File: config.mk
export PLATFORM = sky130hd
export DESIGN_NAME = evpu_top
export DESIGN_NICKNAME = d
export VERILOG_FILES = /design/src/logic/evpu_pkg.sv /design/src/logic/evpu_prio_enc.sv /design/src/logic/evpu_top.sv
export SDC_FILE = /design/constraint.sdc
export NUM_CORES = 1
export LEC_CHECK = 0
export BUFFER_PORTS_ARGS = -buffer_cell sky130_fd_sc_hd__buf_2
export CORE_ASPECT_RATIO = 0.9
export CORE_MARGIN = 2
export CORE_UTILIZATION = 25
export CTS_CLUSTER_DIAMETER = 40
export DETAILED_ROUTE_END_ITERATION = 7
export MAX_ROUTING_LAYER = met4
export PLACE_DENSITY = 0.56
export SYNTH_ARGS = -nofsm -noshare
export SYNTH_HDL_FRONTEND = slang
export SYNTH_HIERARCHICAL = 1
export SYNTH_SLANG_ARGS = --single-unit
File: constraint.sdc
create_clock -name i_clk -period 3.7 [get_ports i_clk]
set_input_delay 0.185 -clock i_clk [delete_from_list [all_inputs] [get_ports i_clk]]
set_output_delay 0.185 -clock i_clk [all_outputs]
set_load 0.02 [all_outputs]
File: src/logic/evpu_pkg.sv
// Package for the exception vector and priority unit
package evpu_pkg;
    localparam int          NUM_VEC    = 40;
    localparam logic [5:0]  VEC_RESET  = 6'h00;
    localparam logic [5:0]  VEC_NMI    = 6'h07;
    localparam logic [5:0]  VEC_TRAP0  = 6'h08;
    localparam logic [5:0]  VEC_SLEEP  = 6'h0D;
    localparam logic [5:0]  VEC_WDT    = 6'h1F;
    localparam logic [5:0]  VEC_AEC    = 6'h20;
    localparam logic [5:0]  VEC_SERIAL = 6'h22;
    localparam logic [5:0]  VEC_TIMW   = 6'h23;
    // Request line positions, indexed by vector number
    localparam logic [NUM_VEC-1:0] VALID_MASK = 40'h6F_FFE7_0080;
    localparam logic [NUM_VEC-1:0] MASKABLE   = 40'h6F_FFE7_0000;
    localparam logic        MASK_RESET = 1'b1;
    typedef enum logic [2:0] {
        EVPU_RESET, EVPU_FETCH_HI, EVPU_FETCH_LO, EVPU_FIRST, EVPU_RUN
    } evpu_state_e;
endpackage : evpu_pkg

File: src/logic/evpu_prio_enc.sv
// Fixed priority encoder: lowest valid vector number wins
`timescale 1ns/1ps
module evpu_prio_enc
(
    // Pending request vector
    input  wire logic [evpu_pkg::NUM_VEC-1:0] i_req,
    // Winner
    output logic                              o_any,
    output logic [5:0]                        o_vec
);
    import evpu_pkg::*;

    // Scan from high to low so the smallest index is kept last
    always_comb
    begin
        o_any = 1'b0;
        o_vec = 6'h00;
        for (int k = NUM_VEC - 1; k >= 0; k--)
        begin
            if (i_req[k])
            begin
                o_any = 1'b1;
                o_vec = 6'(k);
            end
        end
    end
endmodule : evpu_prio_enc

File: src/logic/evpu_top.sv
// Exception arbitration and vector fetch sequencer
`timescale 1ns/1ps
module evpu_top
(
    // Clock and reset
    input  wire logic        i_clk,
    input  wire logic        i_nrst,
    // Reset sources
    input  wire logic        i_wdt_reset_ovf,
    // CPU sequencer side
    input  wire logic        i_boundary,
    input  wire logic        i_trap_exec,
    input  wire logic [1:0]  i_trap_num,
    input  wire logic        i_sleep_direct,
    input  wire logic        i_mask_set,
    input  wire logic        i_mask_clr,
    input  wire logic        i_ack,
    input  wire logic [7:0]  i_vec_byte,
    // Interrupt request levels, indexed by vector number
    input  wire logic [evpu_pkg::NUM_VEC-1:0] i_irq,
    // Sequencer outputs
    output logic             o_mask_bit,
    output logic             o_take,
    output logic [5:0]       o_vec_num,
    output logic [15:0]      o_vec_addr,
    output logic             o_pc_load,
    output logic [15:0]      o_pc,
    output logic             o_in_reset
);
    import evpu_pkg::*;

    evpu_state_e      state_q, state_d;
    logic             mask_q;
    logic [5:0]       vec_q;
    logic [15:0]      addr_q;
    logic [15:0]      pc_q;
    logic             pcld_q;
    logic             take_q;
    logic             wdt_q;
    logic [NUM_VEC-1:0] pend;
    logic             any;
    logic [5:0]       win;

    // Interrupt candidates; mask hides all but the non-maskable line
    assign pend = i_irq & VALID_MASK &
                  ~(MASKABLE & {NUM_VEC{mask_q}});

    evpu_prio_enc u_enc
    (
        .i_req (pend),
        .o_any (any),
        .o_vec (win)
    );

    // Trap and sleep are synchronous to the executing instruction
    wire        run       = (state_q == EVPU_RUN);
    wire        trap_go   = run && i_trap_exec;
    wire        sleep_go  = run && !i_trap_exec && i_sleep_direct;
    wire        irq_go    = run && i_boundary && any
                            && !i_trap_exec && !i_sleep_direct;
    wire        start     = trap_go || sleep_go || irq_go;
    wire [5:0]  sel_vec   = trap_go  ? (VEC_TRAP0 + {4'h0, i_trap_num})
                          : sleep_go ? VEC_SLEEP
                          : win;

    // Next state of the vector fetch sequence
    always_comb
    begin
        state_d = state_q;
        unique case (state_q)
            EVPU_RESET:    state_d = EVPU_FETCH_HI;
            EVPU_FETCH_HI: if (i_ack) state_d = EVPU_FETCH_LO;
            EVPU_FETCH_LO: if (i_ack) state_d = (vec_q == VEC_RESET) ?
                                               EVPU_FIRST : EVPU_RUN;
            EVPU_FIRST:    if (i_boundary) state_d = EVPU_RUN;
            EVPU_RUN:      if (start) state_d = EVPU_FETCH_HI;
        endcase
    end

    // Sequencer registers; watchdog reset is a separate synchronous branch, one cycle late, that keeps pc_q
    always_ff @(posedge i_clk or negedge i_nrst)
    begin
        if (!i_nrst)
        begin
            state_q <= EVPU_RESET;
            mask_q  <= MASK_RESET;
            vec_q   <= VEC_RESET;
            addr_q  <= 16'h0000;
            pc_q    <= 16'h0000;
            pcld_q  <= 1'b0;
            take_q  <= 1'b0;
            wdt_q   <= 1'b0;
        end
        else if (wdt_q)
        begin
            state_q <= EVPU_RESET;
            mask_q  <= MASK_RESET;
            vec_q   <= VEC_RESET;
            addr_q  <= 16'h0000;
            pcld_q  <= 1'b0;
            take_q  <= 1'b0;
            wdt_q   <= 1'b0;
        end
        else
        begin
            wdt_q   <= i_wdt_reset_ovf;
            state_q <= state_d;
            pcld_q  <= (state_q == EVPU_FETCH_LO) && i_ack;
            take_q  <= start;
            if (start)
            begin
                vec_q  <= sel_vec;
                addr_q <= {9'h000, sel_vec, 1'b0};
                mask_q <= 1'b1;
            end
            else if (state_q == EVPU_RUN && i_mask_set)
                mask_q <= 1'b1;
            else if (state_q == EVPU_RUN && i_mask_clr)
                mask_q <= 1'b0;
            if (state_q == EVPU_FETCH_HI && i_ack)
            begin
                pc_q[15:8] <= i_vec_byte;
                addr_q     <= addr_q + 16'h0001;
            end
            if (state_q == EVPU_FETCH_LO && i_ack)
                pc_q[7:0] <= i_vec_byte;
        end
    end

    // Vector 34 and 35 merge upstream; shared lines need no extra logic
    assign o_mask_bit = mask_q;
    assign o_take     = take_q;
    assign o_vec_num  = vec_q;
    assign o_vec_addr = addr_q;
    assign o_pc_load  = pcld_q;
    assign o_pc       = pc_q;
    assign o_in_reset = (state_q == EVPU_RESET);

    // True when no legal request line outranks vector number v
    function automatic logic none_above(input logic [NUM_VEC-1:0] req,
                                        input logic [5:0]         v);
        logic hit;
        hit = 1'b0;
        for (int k = 0; k < NUM_VEC; k++)
            if (6'(k) < v && req[k] && VALID_MASK[k])
                hit = 1'b1;
        return !hit;
    endfunction : none_above

    // Assertions; a watchdog reset in the same cycle overrides any accept
    masked_hold_a: assert property (
        @(posedge i_clk) disable iff (!i_nrst)
        (irq_go && mask_q) |-> (win == VEC_NMI))
        else $error("maskable interrupt taken while masked");
    nmi_pass_a: assert property (
        @(posedge i_clk) disable iff (!i_nrst)
        (run && i_boundary && i_irq[VEC_NMI] && !i_trap_exec
         && !i_sleep_direct && !wdt_q) |=> (take_q && vec_q == VEC_NMI))
        else $error("non-maskable request not taken");
    reserved_vec_a: assert property (
        @(posedge i_clk) disable iff (!i_nrst)
        take_q |-> (VALID_MASK[vec_q] || vec_q == VEC_SLEEP
                   || (vec_q >= VEC_TRAP0 && vec_q <= VEC_TRAP0 + 6'h03)))
        else $error("reserved vector generated");
    trap_vec_a: assert property (
        @(posedge i_clk) disable iff (!i_nrst)
        (trap_go && !wdt_q)
        |=> (vec_q == VEC_TRAP0 + {4'h0, $past(i_trap_num)}))
        else $error("trap vector wrong");
    addr_twice_a: assert property (
        @(posedge i_clk) disable iff (!i_nrst)
        take_q |-> (o_vec_addr == (16'(vec_q) << 1)))
        else $error("vector address not twice number");
    boundary_only_a: assert property (
        @(posedge i_clk) disable iff (!i_nrst)
        (run && !i_boundary && !i_trap_exec && !i_sleep_direct)
        |=> !take_q)
        else $error("interrupt taken off boundary");
    prio_first_a: assert property (
        @(posedge i_clk) disable iff (!i_nrst)
        irq_go |-> (pend[win] && none_above(pend, win)))
        else $error("lower priority request taken first");
    reset_first_a: assert property (
        @(posedge i_clk) disable iff (!i_nrst)
        $rose(state_q == EVPU_FETCH_HI && vec_q == VEC_RESET)
        |-> mask_q)
        else $error("mask not set at reset");
    after_reset_a: assert property (
        @(posedge i_clk) disable iff (!i_nrst)
        (state_q == EVPU_FIRST) |=> !take_q)
        else $error("interrupt before first instruction");
    wdt_reset_a: assert property (
        @(posedge i_clk) disable iff (!i_nrst)
        wdt_q |=> (state_q == EVPU_RESET && vec_q == VEC_RESET))
        else $error("watchdog reset not taken");
    sleep_vec_a: assert property (
        @(posedge i_clk) disable iff (!i_nrst)
        (sleep_go && !wdt_q) |=> (vec_q == VEC_SLEEP))
        else $error("sleep vector wrong");
    ivl_vec_a: assert property (
        @(posedge i_clk) disable iff (!i_nrst)
        (irq_go && !wdt_q && !mask_q && i_irq[VEC_WDT]
         && none_above(i_irq, VEC_WDT)) |=> (vec_q == VEC_WDT))
        else $error("watchdog interval vector wrong");
    event_vec_a: assert property (
        @(posedge i_clk) disable iff (!i_nrst)
        (irq_go && !wdt_q && !mask_q && i_irq[VEC_AEC]
         && none_above(i_irq, VEC_AEC)) |=> (vec_q == VEC_AEC))
        else $error("event counter vector wrong");
    timer_vec_a: assert property (
        @(posedge i_clk) disable iff (!i_nrst)
        (irq_go && !wdt_q && !mask_q && i_irq[VEC_TIMW]
         && none_above(i_irq, VEC_TIMW)) |=> (vec_q == VEC_TIMW))
        else $error("shared timer vector wrong");
    serial_vec_a: assert property (
        @(posedge i_clk) disable iff (!i_nrst)
        (irq_go && !wdt_q && !mask_q && i_irq[VEC_SERIAL]
         && none_above(i_irq, VEC_SERIAL)) |=> (vec_q == VEC_SERIAL))
        else $error("shared serial vector wrong");
endmodule : evpu_top

* Word-level counts from Yosys, hierarchy flattened *
Index checks and enable logic that the tools add are counted.
Widths: inputs -> output; s select.

operators by class
  bitwise gates (word level) = 3
  reduce and logical (&&, ||, !) cells = 23
  div/mod/pow operators = 0
  add/subtract/negate cells = 2
  eq/ne operators = 8
  order comparisons = 0
  multipliers = 0
  shift-type cells = 0
  muxes and demuxes = 101

operators by type and width
  kind                   number
  $mux 6                 44
  $mux 16                3
  $mux 1                 47
  $and 39x40->40         1
  $not 39->40            1
  $mux 3                 6
  $add 16x1->16 const B  1
  $pmux 3 s5             1
  $logic_and 1x1->1      11
  $ne 3x3->1 const B     3
  $eq 3x2->1 const B     2
  $logic_not 6->1        1
  $add 4x2->5 const A    1
  $reduce_and 2->1       2
  $reduce_and 4->1       1
  $reduce_bool 4->1      1
  $eq 3x1->1 const B     1
  $eq 3x3->1 const B     1
  $logic_not 3->1        1
  $ne 3x2->1 const B     1
  $reduce_bool 3->1      1
  $logic_not 1->1        2
  $logic_or 1x1->1       2
  $reduce_bool 2->1      1
  $not 1->1              1

storage, ports and cells
  RAM bits = 0
  input port bits = 59
  word-level logic and storage cells = 146
  output and inout port bits = 42
  memories = 0
  latch bits = 0
  flip-flop bits (word level) = 45
  ROM bits = 0

* Depth between registers and ports, before layout *
Gate-level depths: netlist of run 1.

  depth in word-level cells = 49
  mapped depth = 11
  gate-level depth less buffers = 10

* By module *
The synthesis of run 1 kept the hierarchy.

by module, submodules not included
  module         cells an instance  sequential area each (um^2)  instances  area each (um^2)
  evpu_top       264                1127.3                       1          2388.5
  evpu_prio_enc  87                 0.0                          1          495.5

* Least setup slack after synthesis of run 1 *
Ideal clock, no wire load.

  kind = flip-flop to flip-flop
  start = register mask_q, in the netlist o_mask_bit
  end = register addr_q[2], in the netlist o_vec_addr[2]
  buffers on the path = 1
  cell stages (with the launch flop) = 11
  library setup time = 123 ps
  path slack = 476 ps
  clock period less this slack = 3224 ps
  arrival time = 3102 ps
  required time = 3577 ps
  cell sequence = dfstp_2 -> clkbuf_1 -> nor2b_1 -> or4_4 -> or2_4 -> nor2b_4 -> nand3_1 -> a211oi_1 -> o211a_1 -> nor2_1 -> o221a_2

between the ends
  elaborated cells on any way between the ends = 90
  those cells by class = mux: 83; bitwise: 2; reduce/logical: 5

RTL lines
  item                                line                 RTL
  start: declaration                  evpu_top.sv:33       logic mask_q;
  start signal: assignment            evpu_top.sv:86       mask_q <= MASK_RESET;
  start signal: assignment            evpu_top.sv:97       mask_q <= MASK_RESET;
  start signal: assignment            evpu_top.sv:114      mask_q <= 1'b1;
  $not 39->40                         evpu_top.sv:46       ~(MASKABLE & {NUM_VEC{mask_q}});
  $and 39x40->40                      evpu_top.sv:45       assign pend = i_irq & VALID_MASK &
  net pend[26]                        evpu_top.sv:40       logic [NUM_VEC-1:0] pend;
  $mux 1 (27 in series)               evpu_prio_enc.sv:20  if (i_req[k])
  net any                             evpu_top.sv:41       logic any;
  $logic_and 1x1->1                   evpu_top.sv:59       wire irq_go = run && i_boundary && any
  $logic_and 1x1->1 (2 in series)     evpu_top.sv:60       && !i_trap_exec && !i_sleep_direct;
  $logic_or 1x1->1                    evpu_top.sv:61       wire start = trap_go || sleep_go || irq_go;
  $reduce_bool 3->1 (no source line)  -
  end signal: assignment              evpu_top.sv:113      addr_q <= {9'h000, sel_vec, 1'b0};
  end signal: assignment              evpu_top.sv:123      addr_q <= addr_q + 16'h0001;
  end: declaration                    evpu_top.sv:35       logic [15:0] addr_q;

The timed path passes the listed nets, and every way through them passes these cells. The select of a mux whose other input is x is not followed.
A chain may end at the register's enable or synchronous reset.

* Worst setup path in the final report of run 1 *
  start = register mask_q, in the netlist o_mask_bit
  end = register addr_q[3], in the netlist o_vec_addr[3]

between the ends
  elaborated cells on any way between the ends = 90
  those cells by class = mux: 83; bitwise: 2; reduce/logical: 5

RTL lines
  item                                line
  $not 39->40                         evpu_top.sv:46
  $and 39x40->40                      evpu_top.sv:45
  net pend[31]                        evpu_top.sv:40
  $mux 1 (32 in series)               evpu_prio_enc.sv:20
  net any                             evpu_top.sv:41
  $logic_and 1x1->1                   evpu_top.sv:59
  $logic_and 1x1->1 (2 in series)     evpu_top.sv:60
  $logic_or 1x1->1                    evpu_top.sv:61
  $reduce_bool 3->1 (no source line)  -

The timed path passes the listed nets, and every way through them passes these cells. The select of a mux whose other input is x is not followed.

==> results.toml, run 1 <==
[worst_setup_path]
cp-start-kind = "flip-flop"
cp-end-kind = "flip-flop"
cp_data_required_time_ns = 3.91
path_max_fanout = 22
worstSetupPathType = "reg2reg"
crit_buf_inv = 1
crit_slowest_cell = "dfstp_2"
path_cells = "nor2b_1 -> or4_1 -> or2_4 -> nor2b_4 -> nand3_1 -> a211oi_1 -> buf_4 -> o211ai_1 -> o21ai_0 -> o2bb2ai_1"
crit_arrival_ns = 3.42
cpPeakStageDelay_ns = 0.74
cp_top_family = "simple AND/OR/NAND/NOR gates"

[power]
sw_frac_of_total_pct = 39.5
pwr-share-comb_pct = 38.9
power_density_nw_per_um2 = 517
ir_drop_mv = 0.287
clkPwrFrac_pct = 23.6
p_leak_nw = 1.80
p_seq_share_pct = 37.6
net-switching-power_mw = 0.782
p_int_mw = 1.20

[clock_network]
cts.repair.resized = 0
clock_path_buffers = 2
cts-buffers-inserted = 5
cts_tree = "built"
clock_latency_ns = 0.28
cts-root-buf = "clkbuf_16"
clkTransAtPathRegs_ns = 0.06
cts_sinks = 45
h-tree-depth = 2
cts_setup_buffers = 0
cts_hold_buf = 0

[placed_design]
hpwlAfterDp_um = 6120
finalWeightedCongestion = 0.830
place_area_um2 = 3680
port_buffers = 81
dp_slack_ns = 0.468

[global_routing]
grt_pass1_wl_um = 12500
use_met2_pct = 19.7
use_met1_pct = 17.3
grt_busiest_layer = "met2"
overflow = 0
grtUsageMet3_pct = 2.45
grt_util_all_layers_pct = 12.9
grt_pass1_vias = 2616
grt_max_degree = 46
antenna_found_initial = 0

[synth]
synth-edff-count = 0
syn_avg_cell_area_um2 = 8.22
synthFlopType = "dfrtp_1"
yosys.area.top_type = "dfrtp_1"
ys_seq_elements = 45
syn_inst = 351
synthTopCellsByArea = "dfrtp_1, nand2_1, nor2b_1, nor2_1, o21ai_0"
synthArstFlopShare_pct = 100
yosysWarnings = 6
yosys-top-cells-count = "dfrtp_1, nand2_1, nor2_1, nor2b_1, o21ai_0"
netlist.area_leader.share_pct = 38.2
synth_most_common_cell = "dfrtp_1"
syn_area_um2 = 2880
synth.distinct_cells = 58
synth_seq_area_share_pct = 39.1

[floorplan]
core_area_um2 = 11300
initial_utilization_pct = 25.4
die-area_um2 = 12400
rows = 37
die_h_um = 106
fp.dieW_um = 117
pin_count = 101

[timing]
fin_setup_tns_ns = 0
period_minus_slack_ns = 3.21
slew_viol_final = 0
finClkSkew_ns = 0.00552
setup_ws_ns = 0.486
fmax_mhz = 311
setup_viol_count_final = 0
timing.hold.ws_ns = 0.0772
slew_headroom_pct = 32.2
rsz0062_at_grt = "false"
hold_viol = 0
final.period_utilization_pct = 86.9
worst_slew_pin_slew_ns = 1.02

[drt]
drtPass1Iterations = 4
via_count = 2932
ant_nets = 0
first_iter_violations = 160
drt-vias-per-instance = 4.51
drc = 0
wl_um = 7820
wire_per_inst_um = 12.0

[layout]
fin_nets = 553
syn2layout_area_growth_pct = 33.0
diodes = 0
final_cell_area_um2 = 3840
drive_gt1_share_pct = 22.3

[run_status]
status = "finished clean"

[flow_run]
max-cap-violations = 0

[hold_path]
hold_path_class = "in2async"
-- registers in the layout, indices dropped and copies added (netlist names) --
signal	count
o_take	1
o_pc_load	1
o_pc	16
o_vec_num	6
state_q	3
o_mask_bit	1
o_vec_addr	16
wdt_q	1
-- layout make-up --
cell class | instances | area (um2)
clock buffers | 7 | 153
clock inverters | 1 | 5.00
fillers | 1233 | 7510
inverters | 13 | 48.8
multi-input cells | 345 | 1890
flip-flops and latches | 45 | 1130
well taps | 156 | 195
repair buffers | 83 | 420
-- worst paths after layout --
| kind | start | endpoint | slack [ns] | cells after the start |
|---|---|---|---|---|
| min | i_nrst | o_vec_addr[10] | 0.08 | 1 |
| min in group i_clk | i_vec_byte[2] | o_pc[10] | 0.11 | 3 |
| max in group asynchronous | i_nrst | o_vec_num[5] | 2.99 | 1 |
| min reg2reg | o_pc[9] | o_pc[9] | 0.47 | 2 |
| max | o_mask_bit | o_vec_addr[3] | 0.49 | 10 |
| max reg2reg | o_mask_bit | o_vec_addr[3] | 0.49 | 10 |
-- logic make-up (layout without fill, tap and decap cells) --
group	Yosys count	in the layout	synth area share (%)
AND/OR/NAND/NOR	171	171	30.7
AO/OA/AOI/OAI	92	92	20.8
flip-flops	45	45	39.1
buffers and inverters	29	104	4.34
multiplexers	12	12	4.51
adder cells (fa/ha/maj)	1	1	0.434
other	1	69	0.130
-- placed cells by master (no fill, tap or decap), types with 3 or more instances in the layout --
cell type	synthesis	final
o21ai_0	21	21
and3_1	4	4
inv_1	13	13
or4_1	3	3
o211ai_1	3	3
a21oi_1	19	19
nor2_1	37	37
a211oi_1	5	5
nor2b_1	24	24
a31oi_1	12	12
conb_1	1	69
nand3_1	11	11
clkbuf_16	0	5
nand2_1	42	42
nor3_1	17	17
mux2i_1	4	4
a41oi_1	3	3
dfrtp_1	44	44
mux2_2	8	8
buf_2	5	81
nor4_1	10	10
nand4_1	5	5
o31ai_1	4	4
o2bb2ai_1	4	4
-- layer usage --
metal,wire [um],up-vias
li1,-,1493
met5,0,-
met4,136,0
met1,3640,1367
met3,419,8
met2,3620,64
-- power by group through the flow --
stage               registers, mW  logic, mW  clock network, mW
finish                      0.744      0.770              0.467
global route                0.768      0.845              0.503
CTS                         0.745      0.776              0.479
global placement            0.748      0.766                  0
floorplan                   0.847      0.436                  0
detailed placement          0.755      0.773                  0
-- through the flow --
step / utilization [%] / instances / power [mW]
after global placement: 32.4 / 642 / 1.51
after floorplan: - / 419 / 1.28
after CTS: 33.8 / 650 / 2.00
after global routing: 33.8 / 650 / 2.12
after detailed placement: 32.4 / 642 / 1.53
final: 33.8 / 650 / 1.98
(Power assumes the default switching activity.)
==> run 2, diff against run 1 <==
Settings changed: PLACE_DENSITY 0.56 to 0.57, SYNTH_HIERARCHICAL 1 to default.
==> run 2 against run 1 <==
  * Core utilization is 1.9 points lower
  * Combinational power is 18% lower
  * First-iteration DRC count is 16% lower
  * Sequential cell count stayed put
  * Register-to-register slack better by 0.71 ns
  * Critical endpoint is now o_vec_addr[11]
==> results.toml, run 2 <==
[run_status]
status = "finished clean"

[hold_path]
hold_path_class = "in2async"

[floorplan]
die-area_um2 = 10900
pin_count = 101
core_area_um2 = 9740
initial_utilization_pct = 25.9
fp.dieW_um = 110
die_h_um = 99.2
rows = 34

[timing]
hold_viol = 0
finClkSkew_ns = 0.0160
slew_viol_final = 0
fin_setup_tns_ns = 0
final.period_utilization_pct = 67.6
period_minus_slack_ns = 2.50
rsz0062_at_grt = "false"
setup_ws_ns = 1.20
worst_slew_pin_slew_ns = 1.11
setup_viol_count_final = 0
fmax_mhz = 400
slew_headroom_pct = 25.7

[synth]
synthFlopType = "dfrtp_1"
yosysWarnings = 0
synth_xor_area_share_pct = 0
muxShareOfSynthArea_pct = 4.37
syn_area_um2 = 2520
syn_nets = 343
synth_compound_area_share_pct = 19.9
yosys-top-cells-count = "dfrtp_1, nand2_1, nor2_1, o21ai_0, a21oi_1"
netlist.area_leader.share_pct = 43.7
synth_top_family_by_area = "simple AND/OR/NAND/NOR gates"
synth_most_common_cell = "dfrtp_1"
synth_fa_ha_area_share_pct = 0.497
ys_seq_elements = 45
syn_inst = 283
synthArstFlopShare_pct = 100
yosys.area.top_type = "dfrtp_1"
synthTopCellsByArea = "dfrtp_1, nand2_1, o21ai_0, nor2_1, mux2_2"
synth.distinct_cells = 52
synth-edff-count = 0
synth_seq_area_share_pct = 44.7
syn_avg_cell_area_um2 = 8.90
synthSimpleGateAreaFrac_pct = 27.0

[placed_design]
hpwlAfterDp_um = 5040
finalWeightedCongestion = 0.841
place_area_um2 = 3020
place_inst = 475
port_buffers = 81
dp_slack_ns = 1.13

[clock_network]
cts.repair.resized = 0
h-tree-depth = 2
clock_path_buffers = 2
cts_tree = "built"
cts_setup_buffers = 0
cts_sinks = 45
cts-root-buf = "clkbuf_8"
cts_hold_buf = 0
clkTransAtPathRegs_ns = 0.10
clock_latency_ns = 0.30
cts-buffers-inserted = 5

[power]
p_leak_nw = 1.49
net-switching-power_mw = 0.673
power_density_nw_per_um2 = 535
ir_drop_mv = 0.206
sw_frac_of_total_pct = 40.4
p_seq_share_pct = 42.4
pwr-share-comb_pct = 37.7
p_int_mw = 0.994
clkPwrFrac_pct = 19.9

[worst_setup_path]
cp-end-kind = "flip-flop"
r2r-end = "o_vec_addr[11]"
cp-start-kind = "flip-flop"
regToRegSetupSlack_ns = 1.20
r2r_start = "o_mask_bit"
r2r_cells = 6
cp_data_required_time_ns = 3.92
path_max_fanout = 19
worstSetupPathType = "reg2reg"
crit_arrival_ns = 2.72

[layout]
nFillCells = 1066
final_common_cell = "buf_2"
final_cell_mix = "buf_2, dfrtp_1, nand2_1"
drive_gt1_share_pct = 30.3
diodes = 0
utilization_pct = 32.0
final_cell_area_um2 = 3110
fin_nets = 416
fin_cells = 483
syn2layout_area_growth_pct = 23.5

[drt]
wl_um = 6940
ant_nets = 0
wire_per_inst_um = 14.4
drc = 0
drt-vias-per-instance = 4.99
first_iter_violations = 135
drtPass1Iterations = 4
via_count = 2409

[global_routing]
grt_util_all_layers_pct = 13.4
grt_pass1_vias = 2243
grt_pass1_wl_um = 11300
grt_max_degree = 46
antenna_found_initial = 0
overflow = 0

[flow_run]
max-cap-violations = 0
[run 2: worst max-delay path by stage]
| stage | cells past startpoint | endpoint | slack (ns) | start |
|---|---|---|---|---|
| 2_1_floorplan | 9 | o_vec_addr[15] | 1.84 | state_q[0] |
| 3_3_place_gp | 7 | o_vec_addr[6] | 1.16 | i_irq[28] |
| 3_5_place_dp | 7 | o_vec_addr[11] | 1.13 | i_irq[28] |
| 4_1_cts | 6 | o_vec_addr[11] | 1.22 | o_mask_bit |
| 5_1_grt | 6 | o_vec_addr[9] | 0.98 | o_mask_bit |
| 6_report | 6 | o_vec_addr[11] | 1.20 | o_mask_bit |
[run 2: metal layers]
layer | track usage (%) | up-vias | share of wire (%)
met5 | - | - | 0
met3 | 2.49 | 13 | 4.6
li1 | - | 1178 | -
met2 | 19.7 | 61 | 46
met4 | 4.09 | 0 | 2.2
met1 | 18.6 | 1157 | 47
[run 2: final cells by class]
class	count	area [um2]	area share, %
clock buffer	7	86.3	2.77
clock inverter	1	7.51	0.241
inverter	3	11.3	0.362
multi-input combinational	219	1310	42.1
sequential	45	1130	36.2
tap	126	158	5.06
timing repair buffer	82	413	13.3
[run 2: cell families after synthesis]
| family | count (synthesis) |
|---|---|
| AND/OR/NAND/NOR | 130 |
| AO/OA/AOI/OAI | 78 |
| flip-flops | 45 |
| buffers and inverters | 19 |
| multiplexers | 10 |
| adder cells (fa/ha/maj) | 1 |
[run 2: per-stage QoR]
step           total power, mW  hold slack, ns
2_1_floorplan             1.14          -0.111
3_3_place_gp              1.34           0.391
3_5_place_dp              1.36           0.393
4_1_cts                   1.69          0.0690
5_1_grt                   1.79          0.0937
6_report                  1.67          0.0421
[run 2: power groups by stage]
stage / Clock, mW / Combinational (mW) / Sequential, mW
floorplan: 0 / 0.323 / 0.812
global placement: 0 / 0.628 / 0.715
detailed placement: 0 / 0.636 / 0.720
CTS: 0.343 / 0.638 / 0.710
global route: 0.366 / 0.695 / 0.732
finish: 0.331 / 0.628 / 0.707
[run 2: worst max-delay path, stage by stage (launching register included)]
cell     delay, ns
dfstp_2       0.68
nor2b_1       0.16
a21oi_1       0.08
o31ai_4       0.51
and2_1        0.66
o21ai_0       0.21
o21ai_0       0.12
